File: config.mk
export PLATFORM = sky130hd
export DESIGN_NAME = config_memory_crc_monitor
export DESIGN_NICKNAME = d
export VERILOG_FILES = /design/src/core/crc_monitor_pkg.sv /design/src/core/config_memory_crc_monitor.sv
export SDC_FILE = /design/constraint.sdc
export NUM_CORES = 1
export LEC_CHECK = 0
export ABC_AREA = 0
export BUFFER_PORTS_ARGS = -buffer_cell sky130_fd_sc_hd__buf_2
export CORE_UTILIZATION = 34
export DETAILED_ROUTE_END_ITERATION = 7
export PLACE_DENSITY = 0.47
export SKIP_LAST_GASP = 1
export SYNTH_ARGS = -nofsm -noshare
export SYNTH_HDL_FRONTEND = slang
export SYNTH_SLANG_ARGS = --single-unit
File: constraint.sdc
create_clock -name clock_i -period 8.1 [get_ports clock_i]
set_clock_uncertainty 0.2 [all_clocks]
set_input_delay 0.405 -clock clock_i [delete_from_list [all_inputs] [get_ports clock_i]]
set_output_delay 0.405 -clock clock_i [all_outputs]
set_load 0.01 [all_outputs]
File: src/core/crc_monitor_pkg.sv
// Constants shared by the configuration memory CRC monitor
package crc_monitor_pkg;

    // ***************************************************************
    // Register map (byte addresses)
    // ***************************************************************
    localparam logic [11:0] CTRL_OFFSET       = 12'h000;
    localparam logic [11:0] STATUS_OFFSET     = 12'h004;
    localparam logic [11:0] SIGNATURE_OFFSET  = 12'h008;
    localparam logic [11:0] PRECOMP_OFFSET    = 12'h00c;
    localparam logic [11:0] IRQ_STATUS_OFFSET = 12'h010;
    localparam logic [11:0] IRQ_MASK_OFFSET   = 12'h014;

    // ***************************************************************
    // Field positions
    // ***************************************************************
    localparam int CTRL_ENABLE_BIT     = 0;
    localparam int CTRL_OPEN_DRAIN_BIT = 1;
    localparam int CTRL_DIV_LSB        = 4;
    localparam int CTRL_DIV_W          = 4;
    localparam int STATUS_FLAG_BIT     = 0;
    localparam int STATUS_BUSY_BIT     = 1;
    localparam int STATUS_FIRST_BIT    = 2;
    localparam int IRQ_PASS_BIT        = 0;
    localparam int IRQ_ERROR_BIT       = 1;
    localparam int IRQ_W               = 2;

    // ***************************************************************
    // Reset values and encodings
    // ***************************************************************
    localparam logic [31:0] CTRL_RESET     = 32'h0000_0000;
    localparam logic [31:0] PRECOMP_RESET  = 32'h0000_0000;
    localparam logic [31:0] CRC_SEED       = 32'hffff_ffff;
    localparam logic [31:0] CRC_POLY       = 32'h04c1_1db7;
    localparam logic [1:0]  RESP_OKAY      = 2'h0;
    localparam logic [1:0]  RESP_SLVERR    = 2'h2;

    // ***************************************************************
    // Check clock: oscillator divided by two to the power 0..8
    // ***************************************************************
    localparam int OSC_FREQ_HZ       = 80_000_000;
    localparam int CHECK_FREQ_MIN_HZ = 312_500;
    localparam int DIV_EXP_MAX       = 8;
    localparam int DIV_MAX           = OSC_FREQ_HZ / CHECK_FREQ_MIN_HZ;
    localparam int DIV_CNT_W         = 8;

    typedef enum logic [2:0] {
        ST_IDLE = 3'b001,
        ST_RUN  = 3'b010,
        ST_DONE = 3'b100
    } check_state_t;

endpackage

File: src/core/config_memory_crc_monitor.sv
// Configuration memory CRC monitor with AXI4-Lite registers and serial read-out
//
// How it works
// - Checking starts by itself once enabled and user mode is entered.
// - Error flag stays low until a finished pass finds corruption.
// - A raised flag stays high through the whole following pass.
// - A clean pass drops the flag at its end; flag shows latest pass.
// - Passes repeat back to back until device reset.
// - Check clock is the oscillator through a selectable divider.
// - Divider is two to the power 0 to 8, so 1 to 256.
// - Check rate spans 80 MHz down to 312.5 kHz.
// - Pass length grows with memory size and divider setting.
// - Signature sits in a 32-bit register readable by core logic.
// - When enabled, the error flag drives the dual-purpose error pin.
// - Secure low-power variant always drives the error pin open drain.
// - Shift high shifts read-out register one bit per user clock rise.
// - Shift low loads: select 0 precomputed CRC, 1 signature.
// - Error flag is timed by the check clock, not the user clock.
// - Nonzero signature means corruption; zero means clean.
//
// The address map and the AXI4-Lite register port were chosen for this implementation.
`timescale 1ns/100ps
`default_nettype none

module config_memory_crc_monitor
    import crc_monitor_pkg::*;
#(
    parameter int CFG_WORDS      = 1024,
    parameter int CFG_ADDR_W     = 16,
    parameter bit SECURE_VARIANT = 1'b0
) (
    input  wire logic                  clock_i,
    input  wire logic                  resetn_i,
    input  wire logic                  ce_i,
    input  wire logic                  user_mode_i,
    output logic      [CFG_ADDR_W-1:0] cfg_addr_o,
    input  wire logic [31:0]           cfg_data_i,
    input  wire logic                  read_clk_i,
    input  wire logic                  shift_not_load_i,
    input  wire logic                  load_select_i,
    output logic                       shift_out_o,
    output logic                       error_pin_o,
    output logic                       error_pin_oe_o,
    output logic                       irq_o,
    input  wire logic [11:0]           s_axi_awaddr,
    input  wire logic                  s_axi_awvalid,
    output logic                       s_axi_awready,
    input  wire logic [31:0]           s_axi_wdata,
    input  wire logic [3:0]            s_axi_wstrb,
    input  wire logic                  s_axi_wvalid,
    output logic                       s_axi_wready,
    output logic      [1:0]            s_axi_bresp,
    output logic                       s_axi_bvalid,
    input  wire logic                  s_axi_bready,
    input  wire logic [11:0]           s_axi_araddr,
    input  wire logic                  s_axi_arvalid,
    output logic                       s_axi_arready,
    output logic      [31:0]           s_axi_rdata,
    output logic      [1:0]            s_axi_rresp,
    output logic                       s_axi_rvalid,
    input  wire logic                  s_axi_rready
);

    initial begin
        if (CFG_WORDS < 2 || CFG_WORDS > (2 ** CFG_ADDR_W) || CFG_ADDR_W > 24)
            $error("config_memory_crc_monitor: CFG_WORDS does not fit CFG_ADDR_W");
    end

    // ***************************************************************
    // CRC over one 32-bit word, MSB first
    // ***************************************************************
    function automatic logic [31:0] crc_word(input logic [31:0] crc, input logic [31:0] d);
        logic [31:0] c;
        c = crc;
        for (int i = 31; i >= 0; i--) begin
            c = (c[31] ^ d[i]) ? ((c << 1) ^ CRC_POLY) : (c << 1);
        end
        return c;
    endfunction

    function automatic logic [31:0] merge(input logic [31:0] old, input logic [31:0] d,
                                          input logic [3:0] be);
        logic [31:0] r;
        r = old;
        for (int b = 0; b < 4; b++) begin
            if (be[b]) r[8*b +: 8] = d[8*b +: 8];
        end
        return r;
    endfunction

    // ***************************************************************
    // State
    // ***************************************************************
    check_state_t           state_reg;
    logic [CFG_ADDR_W-1:0]  addr_reg;
    logic [31:0]            crc_reg;
    logic [31:0]            signature_reg;
    logic [31:0]            precomp_reg;
    logic                   flag_reg;
    logic                   first_done_reg;
    logic [DIV_CNT_W-1:0]   div_cnt_reg;
    logic                   enable_reg;
    logic                   open_drain_reg;
    logic [CTRL_DIV_W-1:0]  div_exp_reg;
    logic [IRQ_W-1:0]       irq_status_reg;
    logic [IRQ_W-1:0]       irq_mask_reg;
    logic                   irq_reg;
    logic [31:0]            shift_reg;
    logic                   read_clk_d_reg;
    logic                   pin_reg;
    logic                   pin_oe_reg;
    logic                   aw_rdy_reg;
    logic                   w_rdy_reg;
    logic [11:0]            aw_addr_reg;
    logic [31:0]            w_data_reg;
    logic [3:0]             w_strb_reg;
    logic                   bvalid_reg;
    logic [1:0]             bresp_reg;
    logic                   ar_rdy_reg;
    logic                   rvalid_reg;
    logic [1:0]             rresp_reg;
    logic [31:0]            rdata_reg;

    // ***************************************************************
    // Check clock divider
    // ***************************************************************
    wire [DIV_CNT_W-1:0] div_mask  = DIV_CNT_W'((9'h001 << div_exp_reg) - 9'h001);
    wire                 tick      = ce_i && ((div_cnt_reg & div_mask) == div_mask);
    wire                 last_word = (addr_reg == CFG_ADDR_W'(CFG_WORDS - 1));
    wire [31:0]          crc_step  = crc_word(crc_reg, cfg_data_i);
    wire [31:0]          sig_next  = crc_reg ^ precomp_reg;
    wire                 start     = (state_reg == ST_IDLE) && enable_reg && user_mode_i;
    wire                 pass_end  = (state_reg == ST_DONE) && tick;

    always_ff @(posedge clock_i or negedge resetn_i) begin
        if (!resetn_i) begin
            div_cnt_reg <= '0;
        end else if (ce_i) begin
            div_cnt_reg <= div_cnt_reg + 8'h01;
        end
    end

    // ***************************************************************
    // Pass sequencer
    // ***************************************************************
    always_ff @(posedge clock_i or negedge resetn_i) begin
        if (!resetn_i) begin
            state_reg      <= ST_IDLE;
            addr_reg       <= '0;
            crc_reg        <= CRC_SEED;
            signature_reg  <= '0;
            flag_reg       <= 1'b0;
            first_done_reg <= 1'b0;
        end else if (tick) begin
            case (state_reg)
                ST_IDLE: begin
                    if (start) begin
                        addr_reg  <= '0;
                        crc_reg   <= CRC_SEED;
                        state_reg <= ST_RUN;
                    end
                end
                ST_RUN: begin
                    crc_reg <= crc_step;
                    if (last_word) begin
                        state_reg <= ST_DONE;
                    end else begin
                        addr_reg <= addr_reg + 1'b1;
                    end
                end
                ST_DONE: begin
                    signature_reg  <= sig_next;
                    flag_reg       <= |sig_next;
                    first_done_reg <= 1'b1;
                    addr_reg       <= '0;
                    crc_reg        <= CRC_SEED;
                    state_reg      <= ST_RUN;
                end
                default: begin
                    state_reg <= ST_IDLE;
                end
            endcase
        end
    end

    // ***************************************************************
    // Serial read-out on the user read clock
    // ***************************************************************
    wire        read_rise = ce_i && read_clk_i && !read_clk_d_reg;
    wire [31:0] load_word = load_select_i ? signature_reg : precomp_reg;

    always_ff @(posedge clock_i or negedge resetn_i) begin
        if (!resetn_i) begin
            read_clk_d_reg <= 1'b0;
            shift_reg      <= '0;
        end else if (ce_i) begin
            read_clk_d_reg <= read_clk_i;
            if (read_rise) begin
                shift_reg <= shift_not_load_i ? {1'b0, shift_reg[31:1]}
                                              : load_word;
            end
        end
    end

    // ***************************************************************
    // Error pin
    // ***************************************************************
    wire use_od = SECURE_VARIANT || open_drain_reg;

    always_ff @(posedge clock_i or negedge resetn_i) begin
        if (!resetn_i) begin
            pin_reg    <= 1'b0;
            pin_oe_reg <= 1'b0;
        end else if (ce_i) begin
            pin_reg    <= use_od ? 1'b0 : flag_reg;
            pin_oe_reg <= enable_reg && (use_od ? !flag_reg : 1'b1);
        end
    end

    // ***************************************************************
    // Interrupts
    // ***************************************************************
    wire             wr_fire   = aw_rdy_reg == 1'b0 && w_rdy_reg == 1'b0 && !bvalid_reg;
    wire             wr_irq    = wr_fire && (aw_addr_reg == IRQ_STATUS_OFFSET);
    wire [IRQ_W-1:0] irq_set   = {pass_end && |sig_next, pass_end};
    wire [IRQ_W-1:0] irq_clr   = wr_irq && w_strb_reg[0] ? w_data_reg[IRQ_W-1:0] : '0;
    wire [IRQ_W-1:0] irq_next  = (irq_status_reg & ~irq_clr) | irq_set;

    always_ff @(posedge clock_i or negedge resetn_i) begin
        if (!resetn_i) begin
            irq_status_reg <= '0;
            irq_reg        <= 1'b0;
        end else if (ce_i) begin
            irq_status_reg <= irq_next;
            irq_reg        <= |(irq_next & irq_mask_reg);
        end
    end

    // ***************************************************************
    // AXI4-Lite write channel
    // ***************************************************************
    wire [31:0] ctrl_word = {24'h0, div_exp_reg, 2'b00, open_drain_reg, enable_reg};
    wire [31:0] ctrl_new  = merge(ctrl_word, w_data_reg, w_strb_reg);
    wire        div_ok    = ctrl_new[CTRL_DIV_LSB +: CTRL_DIV_W] <= CTRL_DIV_W'(DIV_EXP_MAX);
    wire        wr_known  = aw_addr_reg == CTRL_OFFSET || aw_addr_reg == STATUS_OFFSET
                         || aw_addr_reg == SIGNATURE_OFFSET || aw_addr_reg == PRECOMP_OFFSET
                         || aw_addr_reg == IRQ_STATUS_OFFSET || aw_addr_reg == IRQ_MASK_OFFSET;

    always_ff @(posedge clock_i or negedge resetn_i) begin
        if (!resetn_i) begin
            aw_rdy_reg     <= 1'b1;
            w_rdy_reg      <= 1'b1;
            aw_addr_reg    <= '0;
            w_data_reg     <= '0;
            w_strb_reg     <= '0;
            bvalid_reg     <= 1'b0;
            bresp_reg      <= RESP_OKAY;
            enable_reg     <= CTRL_RESET[CTRL_ENABLE_BIT];
            open_drain_reg <= CTRL_RESET[CTRL_OPEN_DRAIN_BIT];
            div_exp_reg    <= CTRL_RESET[CTRL_DIV_LSB +: CTRL_DIV_W];
            precomp_reg    <= PRECOMP_RESET;
            irq_mask_reg   <= '0;
        end else if (ce_i) begin
            if (aw_rdy_reg && s_axi_awvalid) begin
                aw_rdy_reg  <= 1'b0;
                aw_addr_reg <= {s_axi_awaddr[11:2], 2'b00};
            end
            if (w_rdy_reg && s_axi_wvalid) begin
                w_rdy_reg  <= 1'b0;
                w_data_reg <= s_axi_wdata;
                w_strb_reg <= s_axi_wstrb;
            end
            if (wr_fire) begin
                bvalid_reg <= 1'b1;
                bresp_reg  <= wr_known ? RESP_OKAY : RESP_SLVERR;
                if (aw_addr_reg == CTRL_OFFSET) begin
                    enable_reg     <= ctrl_new[CTRL_ENABLE_BIT];
                    open_drain_reg <= ctrl_new[CTRL_OPEN_DRAIN_BIT];
                    if (div_ok) div_exp_reg <= ctrl_new[CTRL_DIV_LSB +: CTRL_DIV_W];
                end
                if (aw_addr_reg == PRECOMP_OFFSET) begin
                    precomp_reg <= merge(precomp_reg, w_data_reg, w_strb_reg);
                end
                if (aw_addr_reg == IRQ_MASK_OFFSET && w_strb_reg[0]) begin
                    irq_mask_reg <= w_data_reg[IRQ_W-1:0];
                end
            end
            if (bvalid_reg && s_axi_bready) begin
                bvalid_reg <= 1'b0;
                aw_rdy_reg <= 1'b1;
                w_rdy_reg  <= 1'b1;
            end
        end
    end

    // ***************************************************************
    // AXI4-Lite read channel
    // ***************************************************************
    wire [11:0] ra         = {s_axi_araddr[11:2], 2'b00};
    wire [31:0] status_word = {29'h0, first_done_reg, state_reg != ST_IDLE, flag_reg};
    wire        rd_known   = ra == CTRL_OFFSET || ra == STATUS_OFFSET || ra == SIGNATURE_OFFSET
                          || ra == PRECOMP_OFFSET || ra == IRQ_STATUS_OFFSET
                          || ra == IRQ_MASK_OFFSET;
    wire [31:0] rd_word    = ra == CTRL_OFFSET       ? ctrl_word
                           : ra == STATUS_OFFSET     ? status_word
                           : ra == SIGNATURE_OFFSET  ? signature_reg
                           : ra == PRECOMP_OFFSET    ? precomp_reg
                           : ra == IRQ_STATUS_OFFSET ? {30'h0, irq_status_reg}
                           : ra == IRQ_MASK_OFFSET   ? {30'h0, irq_mask_reg}
                           : 32'h0000_0000;

    always_ff @(posedge clock_i or negedge resetn_i) begin
        if (!resetn_i) begin
            ar_rdy_reg <= 1'b1;
            rvalid_reg <= 1'b0;
            rresp_reg  <= RESP_OKAY;
            rdata_reg  <= '0;
        end else if (ce_i) begin
            if (ar_rdy_reg && s_axi_arvalid) begin
                ar_rdy_reg <= 1'b0;
                rvalid_reg <= 1'b1;
                rdata_reg  <= rd_word;
                rresp_reg  <= rd_known ? RESP_OKAY : RESP_SLVERR;
            end
            if (rvalid_reg && s_axi_rready) begin
                rvalid_reg <= 1'b0;
                ar_rdy_reg <= 1'b1;
            end
        end
    end

    assign cfg_addr_o     = addr_reg;
    assign shift_out_o    = shift_reg[0];
    assign error_pin_o    = pin_reg;
    assign error_pin_oe_o = pin_oe_reg;
    assign irq_o          = irq_reg;
    assign s_axi_awready  = aw_rdy_reg;
    assign s_axi_wready   = w_rdy_reg;
    assign s_axi_bvalid   = bvalid_reg;
    assign s_axi_bresp    = bresp_reg;
    assign s_axi_arready  = ar_rdy_reg;
    assign s_axi_rvalid   = rvalid_reg;
    assign s_axi_rresp    = rresp_reg;
    assign s_axi_rdata    = rdata_reg;
endmodule

`default_nettype wire

==> results.yml, run 1 <==
run_status:
  status: "complete, no violations"
worst_hold_path:
  worstHoldStart: "s_axi_araddr[3]"
  hold_class: "input pin to flip-flop"
  whs_path_depth: 3
  holdPathEnd: "s_axi_rresp[1]$_DFFE_PN0P_"
cts:
  htree_levels: 1
  ctsResizeCount: 0
  postCtsHoldBufs: 55
  cts_tree: "built"
  cts_sinks: 256
  cts-root-buf: "clkbuf_16"
  cts_buffers: 29
  clk_latency_ps: 560
  path_clk_slew_ps: 60
  post_cts_buffers: 0
  clk_path_buf_depth: 3
floorplan:
  initial_core_util_pct: 34.4
  ioPinCount: 165
  std_cell_rows: 76
  die-area_um2: 44400
  die_x_um: 211
  die_h_um: 211
  coreArea_um2: 43000
placement:
  portBuffers: 158
  hpwl_mm: 29.8
  dp_cells: 1996
  gp_congestion: 0.847
routing:
  routed-wl-met3_mm: 1.15
  dr_wl_met2_mm: 18.6
  vias: 9980
  via_per_inst: 4.74
  drt_drc_violations_left: 0
  antenna_left: 0
  wl_met1_mm: 19.6
  drtIter0Drc: 551
  firstDrtPassIters: 5
  routedWlPerCell_um: 19.1
  wirelength_mm: 40.3
  dr.max_layer_used: "met4"
worst_setup_path:
  reg2reg_from: "div_exp_reg[3]$_DFFE_PN0P_"
  cp_slowest_cell: "nor2b_1"
  path_max_fanout: 37
  rrSetupSlack_ps: 3650
  worstSetupPathType: "flip-flop to flip-flop"
  arrival_ps: 4650
  start_kind: "flip-flop"
  worstSetupEndpointType: "flip-flop"
  path_cells: "or4b_2, ha_1, and2_1, o211ai_1, a21oi_1, nor3_1, o21a_1, buf_4, nor2b_1, nor2_1"
  critPathTopFamily: "simple AND/OR/NAND/NOR gates"
  crit_required_ps: 8300
  worst-path-buf-inv: 1
  rr_worst_depth: 10
  cp_num_cells: 10
  max_stage_delay_ps: 820
  r2r-end: "cfg_addr_o[7]$_DFFE_PN0P_"
finish:
  drive_above_1_share_pct: 25.0
  layout_common_cells: "220 x dfrtp_1, 173 x xnor2_1, 157 x buf_2, 112 x nor2_1, 101 x nand2_1"
  syn_to_final_growth_pct: 19.2
  stdcell_count: 2105
  final_common_cell: "dfrtp_1"
  diodes: 0
  nNetsFinal: 1604
global_route:
  grt_pass1_vias: 10316
  grt_max_degree: 153
  track_usage_pct: 18.6
  grt_overflow_total: 0
  antenna_found_initial: 0
  grt_pass1_wl_mm: 63.0
timing:
  finalMaxSlewViolations: 0
  fin_setup_tns_ps: 0
  worstMarginPinSlew_ps: 1200
  finalCritPeriodShare_pct: 54.9
  slew_headroom_pct: 19.5
  setup_viol: 0
  hold_viol: 0
  rsz0062_at_grt: "false"
  fin_crit_ps: 4450
  max_freq_mhz: 225
synthesis:
  ys_async_sr_fraction_pct: 100
  synth_top_flop_cell: "dfrtp_1"
  postSynthCellCount: 1303
  avgSynthCellArea_um2: 11.4
  synth_cell_types: 57
  yosysWarnings: 0
  synth_edf_count: 0
  ys_ff_latch: 256
  seq_area_frac_synth_pct: 43.6
  mappedNetlistArea_um2: 14800
flow_run:
  cap_viol_max_count: 0
synthesized netlist by cell type, types with 11 or more instances:
cell type    n  share of area (%)
a21oi_1     96                3.2
nor2_1     112                2.8
nand2_1    101                2.6
xnor3_1     41                6.2
o22a_1      14               0.83
nand3_1     13               0.44
xor2_1      49                2.9
inv_1       11               0.28
xnor2_2     17                1.9
dfrtp_1    220                 37
dfstp_2     36                6.4
mux2i_1     64                4.3
nand4_1     12               0.51
o31ai_1     26                1.3
xnor2_1    173                 10
o21ai_0     51                1.7
nor3_1      15               0.51
mux2_2      87                6.6
clkbuf_1    47                1.2
through the flow:
| stage | setup WS (ps) | hold WS [ps] | area (um^2) | util, % |
|---|---|---|---|---|
| after floorplan | 4310 | -90.6 | 14800 | - |
| after global placement | 3690 | 253 | 16200 | 37.7 |
| after detailed placement | 3670 | 259 | 16200 | 37.7 |
| after CTS | 3650 | 10.3 | 17600 | 41.0 |
| after global routing | 3270 | 23.4 | 17600 | 41.0 |
| final | 3650 | 28.3 | 17600 | 41.0 |
how the worst max path moves through the flow:
stage / end / slack [ps] / start
3_3_place_gp: cfg_addr_o[8]$_DFFE_PN0P_ / 3690 / div_exp_reg[3]$_DFFE_PN0P_
2_1_floorplan: crc_reg[10]$_DFFE_PN1P_ / 4310 / crc_reg[28]$_DFFE_PN1P_
3_5_place_dp: cfg_addr_o[7]$_DFFE_PN0P_ / 3670 / div_exp_reg[3]$_DFFE_PN0P_
5_1_grt: cfg_addr_o[15]$_DFFE_PN0P_ / 3270 / div_exp_reg[3]$_DFFE_PN0P_
4_1_cts: cfg_addr_o[7]$_DFFE_PN0P_ / 3650 / div_exp_reg[3]$_DFFE_PN0P_
6_report: cfg_addr_o[7]$_DFFE_PN0P_ / 3650 / div_exp_reg[3]$_DFFE_PN0P_
tightest hold or removal path, delay by kind of cell:
kind / cells / cell delay [ps]
compound gates: 2 / 210
buf+inv: 1 / 130
cell families (layout without fill, tap and decap cells):
| group | Yosys count | after routing | share of synthesized area, % |
|---|---|---|---|
| DFF | 256 | 256 | 43.6 |
| AOI/OAI and AO/OA | 221 | 221 | 8.87 |
| other | 1 | 2 | 0.0253 |
| muxes | 151 | 151 | 11.0 |
| adders and majority gates | 3 | 3 | 0.254 |
| and+or+nand+nor | 292 | 292 | 8.63 |
| xor gates and xnor gates | 308 | 308 | 25.8 |
| buffers and inverters | 71 | 287 | 1.87 |
layout make-up:
type                            instances  area (um^2)
Sequential cell                       256         6450
Multi-Input combinational cell        977         8080
Timing Repair Buffer                  222         1430
Inverter                               11         41.3
Clock buffer                           48          857
Tap cell                              585          732
Clock inverter                          6         36.3
Fill cell                            4243        25300
metal layers:
layer  global-route usage [%]  up-vias
met2                     29.5      137
met1                     27.1     4901
met3                     1.91       45
met5                        0        -
li1                         -     4897
met4                     4.87        0
Power of run 1 is left out: the tool's default activity adds up to more than one toggle a clock period on the data nets, which glitch-free logic cannot reach.
==> run 2: changes to the inputs <==
--- a/config.mk
+++ b/config.mk
@@ -5,11 +5,11 @@
 export SDC_FILE = /design/constraint.sdc
 export NUM_CORES = 1
 export LEC_CHECK = 0
-export ABC_AREA = 0
+export ABC_AREA = 1
 export BUFFER_PORTS_ARGS = -buffer_cell sky130_fd_sc_hd__buf_2
 export CORE_UTILIZATION = 34
 export DETAILED_ROUTE_END_ITERATION = 7
-export PLACE_DENSITY = 0.47
+export PLACE_DENSITY = 0.49
 export SKIP_LAST_GASP = 1
 export SYNTH_ARGS = -nofsm -noshare
 export SYNTH_HDL_FRONTEND = slang
==> constraint.sdc (replaced) <==
create_clock -name clock_i -period 4.05 [get_ports clock_i]
set_clock_uncertainty 0.2 [all_clocks]
set_input_delay 0.2025 -clock clock_i [delete_from_list [all_inputs] [get_ports clock_i]]
set_output_delay 0.2025 -clock clock_i [all_outputs]
set_load 0.01 [all_outputs]
==> run 2 against run 1 <==
  * Synthesized area is 15% higher
  * Synthesized cell count grew 85%
  * Die area increased by 15%
  * Via count is 62% higher
  * Critical path depth is 13 higher
  * First-iteration DRC count increased by 120%
  * Maximum frequency increased by 19%
  * Non-clock buffer count up 30
  * Final cell count rose by 58%
  * Critical path type unchanged
  * Highest routed layer unchanged
==> results.yml, run 2 <==
run_status:
  status: "complete, no violations"
synthesis:
  yosys-top-cells-area: "dfrtp_1 32%, nand2_1 20%, xor2_1 5.8%"
  synthMostInstantiatedCell: "nand2_1"
  yosysTopAreaCell: "dfrtp_1"
  mappedNetlistArea_um2: 17000
  synth_cell_types: 53
  postSynthCellCount: 2414
  ys_async_sr_fraction_pct: 100
  seq_area_frac_synth_pct: 38.0
  synth_edf_count: 0
  netlist.area_leader.share_pct: 32.4
  ys_ff_latch: 256
  avgSynthCellArea_um2: 7.03
  synth_top_flop_cell: "dfrtp_1"
  netlist_top_cells_count: "901 x nand2_1, 243 x inv_1, 220 x dfrtp_1, 187 x nand3_1, 170 x o21ai_0"
  yosysWarnings: 0
worst_hold_path:
  holdPathEnd: "aw_addr_reg[7]$_DFFE_PN0P_"
  hold_class: "input pin to flip-flop"
  worstHoldStart: "s_axi_awvalid"
  whs_path_depth: 4
worst_setup_path:
  rrSetupSlack_ps: 310
  worstSetupPathType: "flip-flop to flip-flop"
  start_kind: "flip-flop"
  crit_required_ps: 4350
  path_max_fanout: 6
  worstSetupEndpointType: "flip-flop"
  reg2reg_from: "crc_reg[31]$_DFFE_PN1P_"
  rr_worst_depth: 23
  arrival_ps: 4040
  r2r-end: "crc_reg[5]$_DFFE_PN1P_"
global_route:
  track_usage_pct: 23.1
  grt_pass1_wl_mm: 89.8
  grt_pass1_vias: 15310
  antenna_found_initial: 0
  grt_overflow_total: 0
  grt_max_degree: 103
finish:
  drive_above_1_share_pct: 16.8
  nNetsFinal: 2742
  layout_common_cells: "901 x nand2_1, 242 x inv_1, 220 x dfrtp_1, 187 x nand3_1, 170 x o21ai_0"
  syn_to_final_growth_pct: 19.2
  fill_cells: 5207
  final_common_cell: "nand2_1"
  diodes: 0
timing:
  fin_setup_tns_ps: 0
  fin_crit_ps: 3740
  finalMaxSlewViolations: 0
  setup_viol: 0
  finalCritPeriodShare_pct: 92.4
  worstMarginPinSlew_ps: 1080
  rsz0062_at_grt: "false"
  max_freq_mhz: 267
  hold_viol: 0
  holdWs_ps: 26.0
  slew_headroom_pct: 28.2
flow_run:
  cap_viol_max_count: 0
routing:
  drt_drc_violations_left: 0
  drtIter0Drc: 1225
  firstDrtPassIters: 6
  vias: 16196
  via_per_inst: 4.88
  antenna_left: 0
  wirelength_mm: 58.2
  routedWlPerCell_um: 17.5
floorplan:
  die_x_um: 225
  coreArea_um2: 49100
  die-area_um2: 50800
  std_cell_rows: 81
  initial_core_util_pct: 34.6
  ioPinCount: 165
  die_h_um: 225
cts:
  clk_latency_ps: 560
  cts-root-buf: "clkbuf_16"
  post_cts_buffers: 0
  cts_sinks: 256
  cts_buffers: 30
  cts_tree: "built"
  htree_levels: 1
  clk_path_buf_depth: 3
  path_clk_slew_ps: 60
placement:
  portBuffers: 158
  gp_congestion: 0.895
  hpwl_mm: 45.4
run 2: changes by cell type after synthesis, sizes merged, moves of 49 or more:
| cell | previous run | this run |
|---|---|---|
| xnor3 | 50 | 0 |
| xor2 | 56 | 114 |
| a21oi | 96 | 17 |
| mux2i | 64 | 0 |
| o21ai | 52 | 179 |
| o211ai | 2 | 51 |
| xnor2 | 199 | 39 |
| nand3 | 13 | 194 |
| nand2 | 101 | 1022 |
| inv | 11 | 274 |
| mux2 | 87 | 1 |
run 2: how the worst max path moves through the flow:
stage / slack, ps / to / startpoint
after floorplan: 1110 / cfg_addr_o[15]$_DFFE_PN0P_ / div_exp_reg[3]$_DFFE_PN0P_
after global placement: 340 / cfg_addr_o[15]$_DFFE_PN0P_ / div_exp_reg[3]$_DFFE_PN0P_
after detailed placement: 290 / cfg_addr_o[15]$_DFFE_PN0P_ / div_exp_reg[3]$_DFFE_PN0P_
final: 310 / crc_reg[5]$_DFFE_PN1P_ / crc_reg[31]$_DFFE_PN1P_
after global routing: 20 / crc_reg[15]$_DFFE_PN1P_ / crc_reg[26]$_DFFE_PN1P_
after CTS: 260 / cfg_addr_o[15]$_DFFE_PN0P_ / div_exp_reg[3]$_DFFE_PN0P_
run 2: per-stage QoR:
stage	instance area [um^2]	instances	util (%)	setup WS, ps
floorplan	17000	2415	-	1110
global placement	18600	3201	37.9	339
detailed placement	18600	3201	37.9	290
CTS	20200	3320	41.2	256
global route	20200	3320	41.3	15.5
finish	20200	3320	41.3	307
run 2: layout make-up:
class / count / area (um^2) / area share, %
repair buffers: 252 / 1680 / 8.32
multi-input cells: 1819 / 9260 / 45.7
clock buffers: 47 / 896 / 4.42
inverters: 276 / 1040 / 5.15
flip-flops and latches: 256 / 6450 / 31.9
clock inverters: 6 / 80.1 / 0.395
well taps: 664 / 831 / 4.10
run 2: cell families after synthesis:
| group | share of synthesized area, % |
|---|---|
| compound gates | 10.3 |
| xor+xnor | 7.98 |
| fa+ha+maj | 0.221 |
| buf+inv | 7.61 |
| flops | 38.0 |
| mux | 0.0663 |
| other cells | 0.0221 |
| simple gates | 35.8 |
run 2: per-layer routing:
metal / wire length, um / track usage [%]
met1: 28800 / 34.3
met2: 25000 / 35.2
met3: 2960 / 3.08
met4: 1380 / 5.75
met5: 0 / 0
run 2: timing repair:
action                                  CTS  global route
endpoints found under the setup margin    0             5
hold buffers                             66             0
endpoints found under the hold margin   158             0
gates resized for setup                   0             4
run 2: worst max-delay path, cell delays in order (launching register included):
cell and delay, ps:
dfstp_2 610, nand2_1 100, nand2_2 190, nand2_1 90
nand2_2 140, nand2_1 70, nand2_1 240, nand3_1 150
nand2_2 210, nand2_1 110, nand2_2 130, nand2_1 80
nand3_1 220, nand3_1 110, nand2_1 230, inv_1 80
nand2_2 100, nand2_2 90, nand2_2 110, nand2_2 100
nand2_1 70, nand3_1 110, nand2_1 90, inv_1 40
Power of run 2 is left out for the same reason.
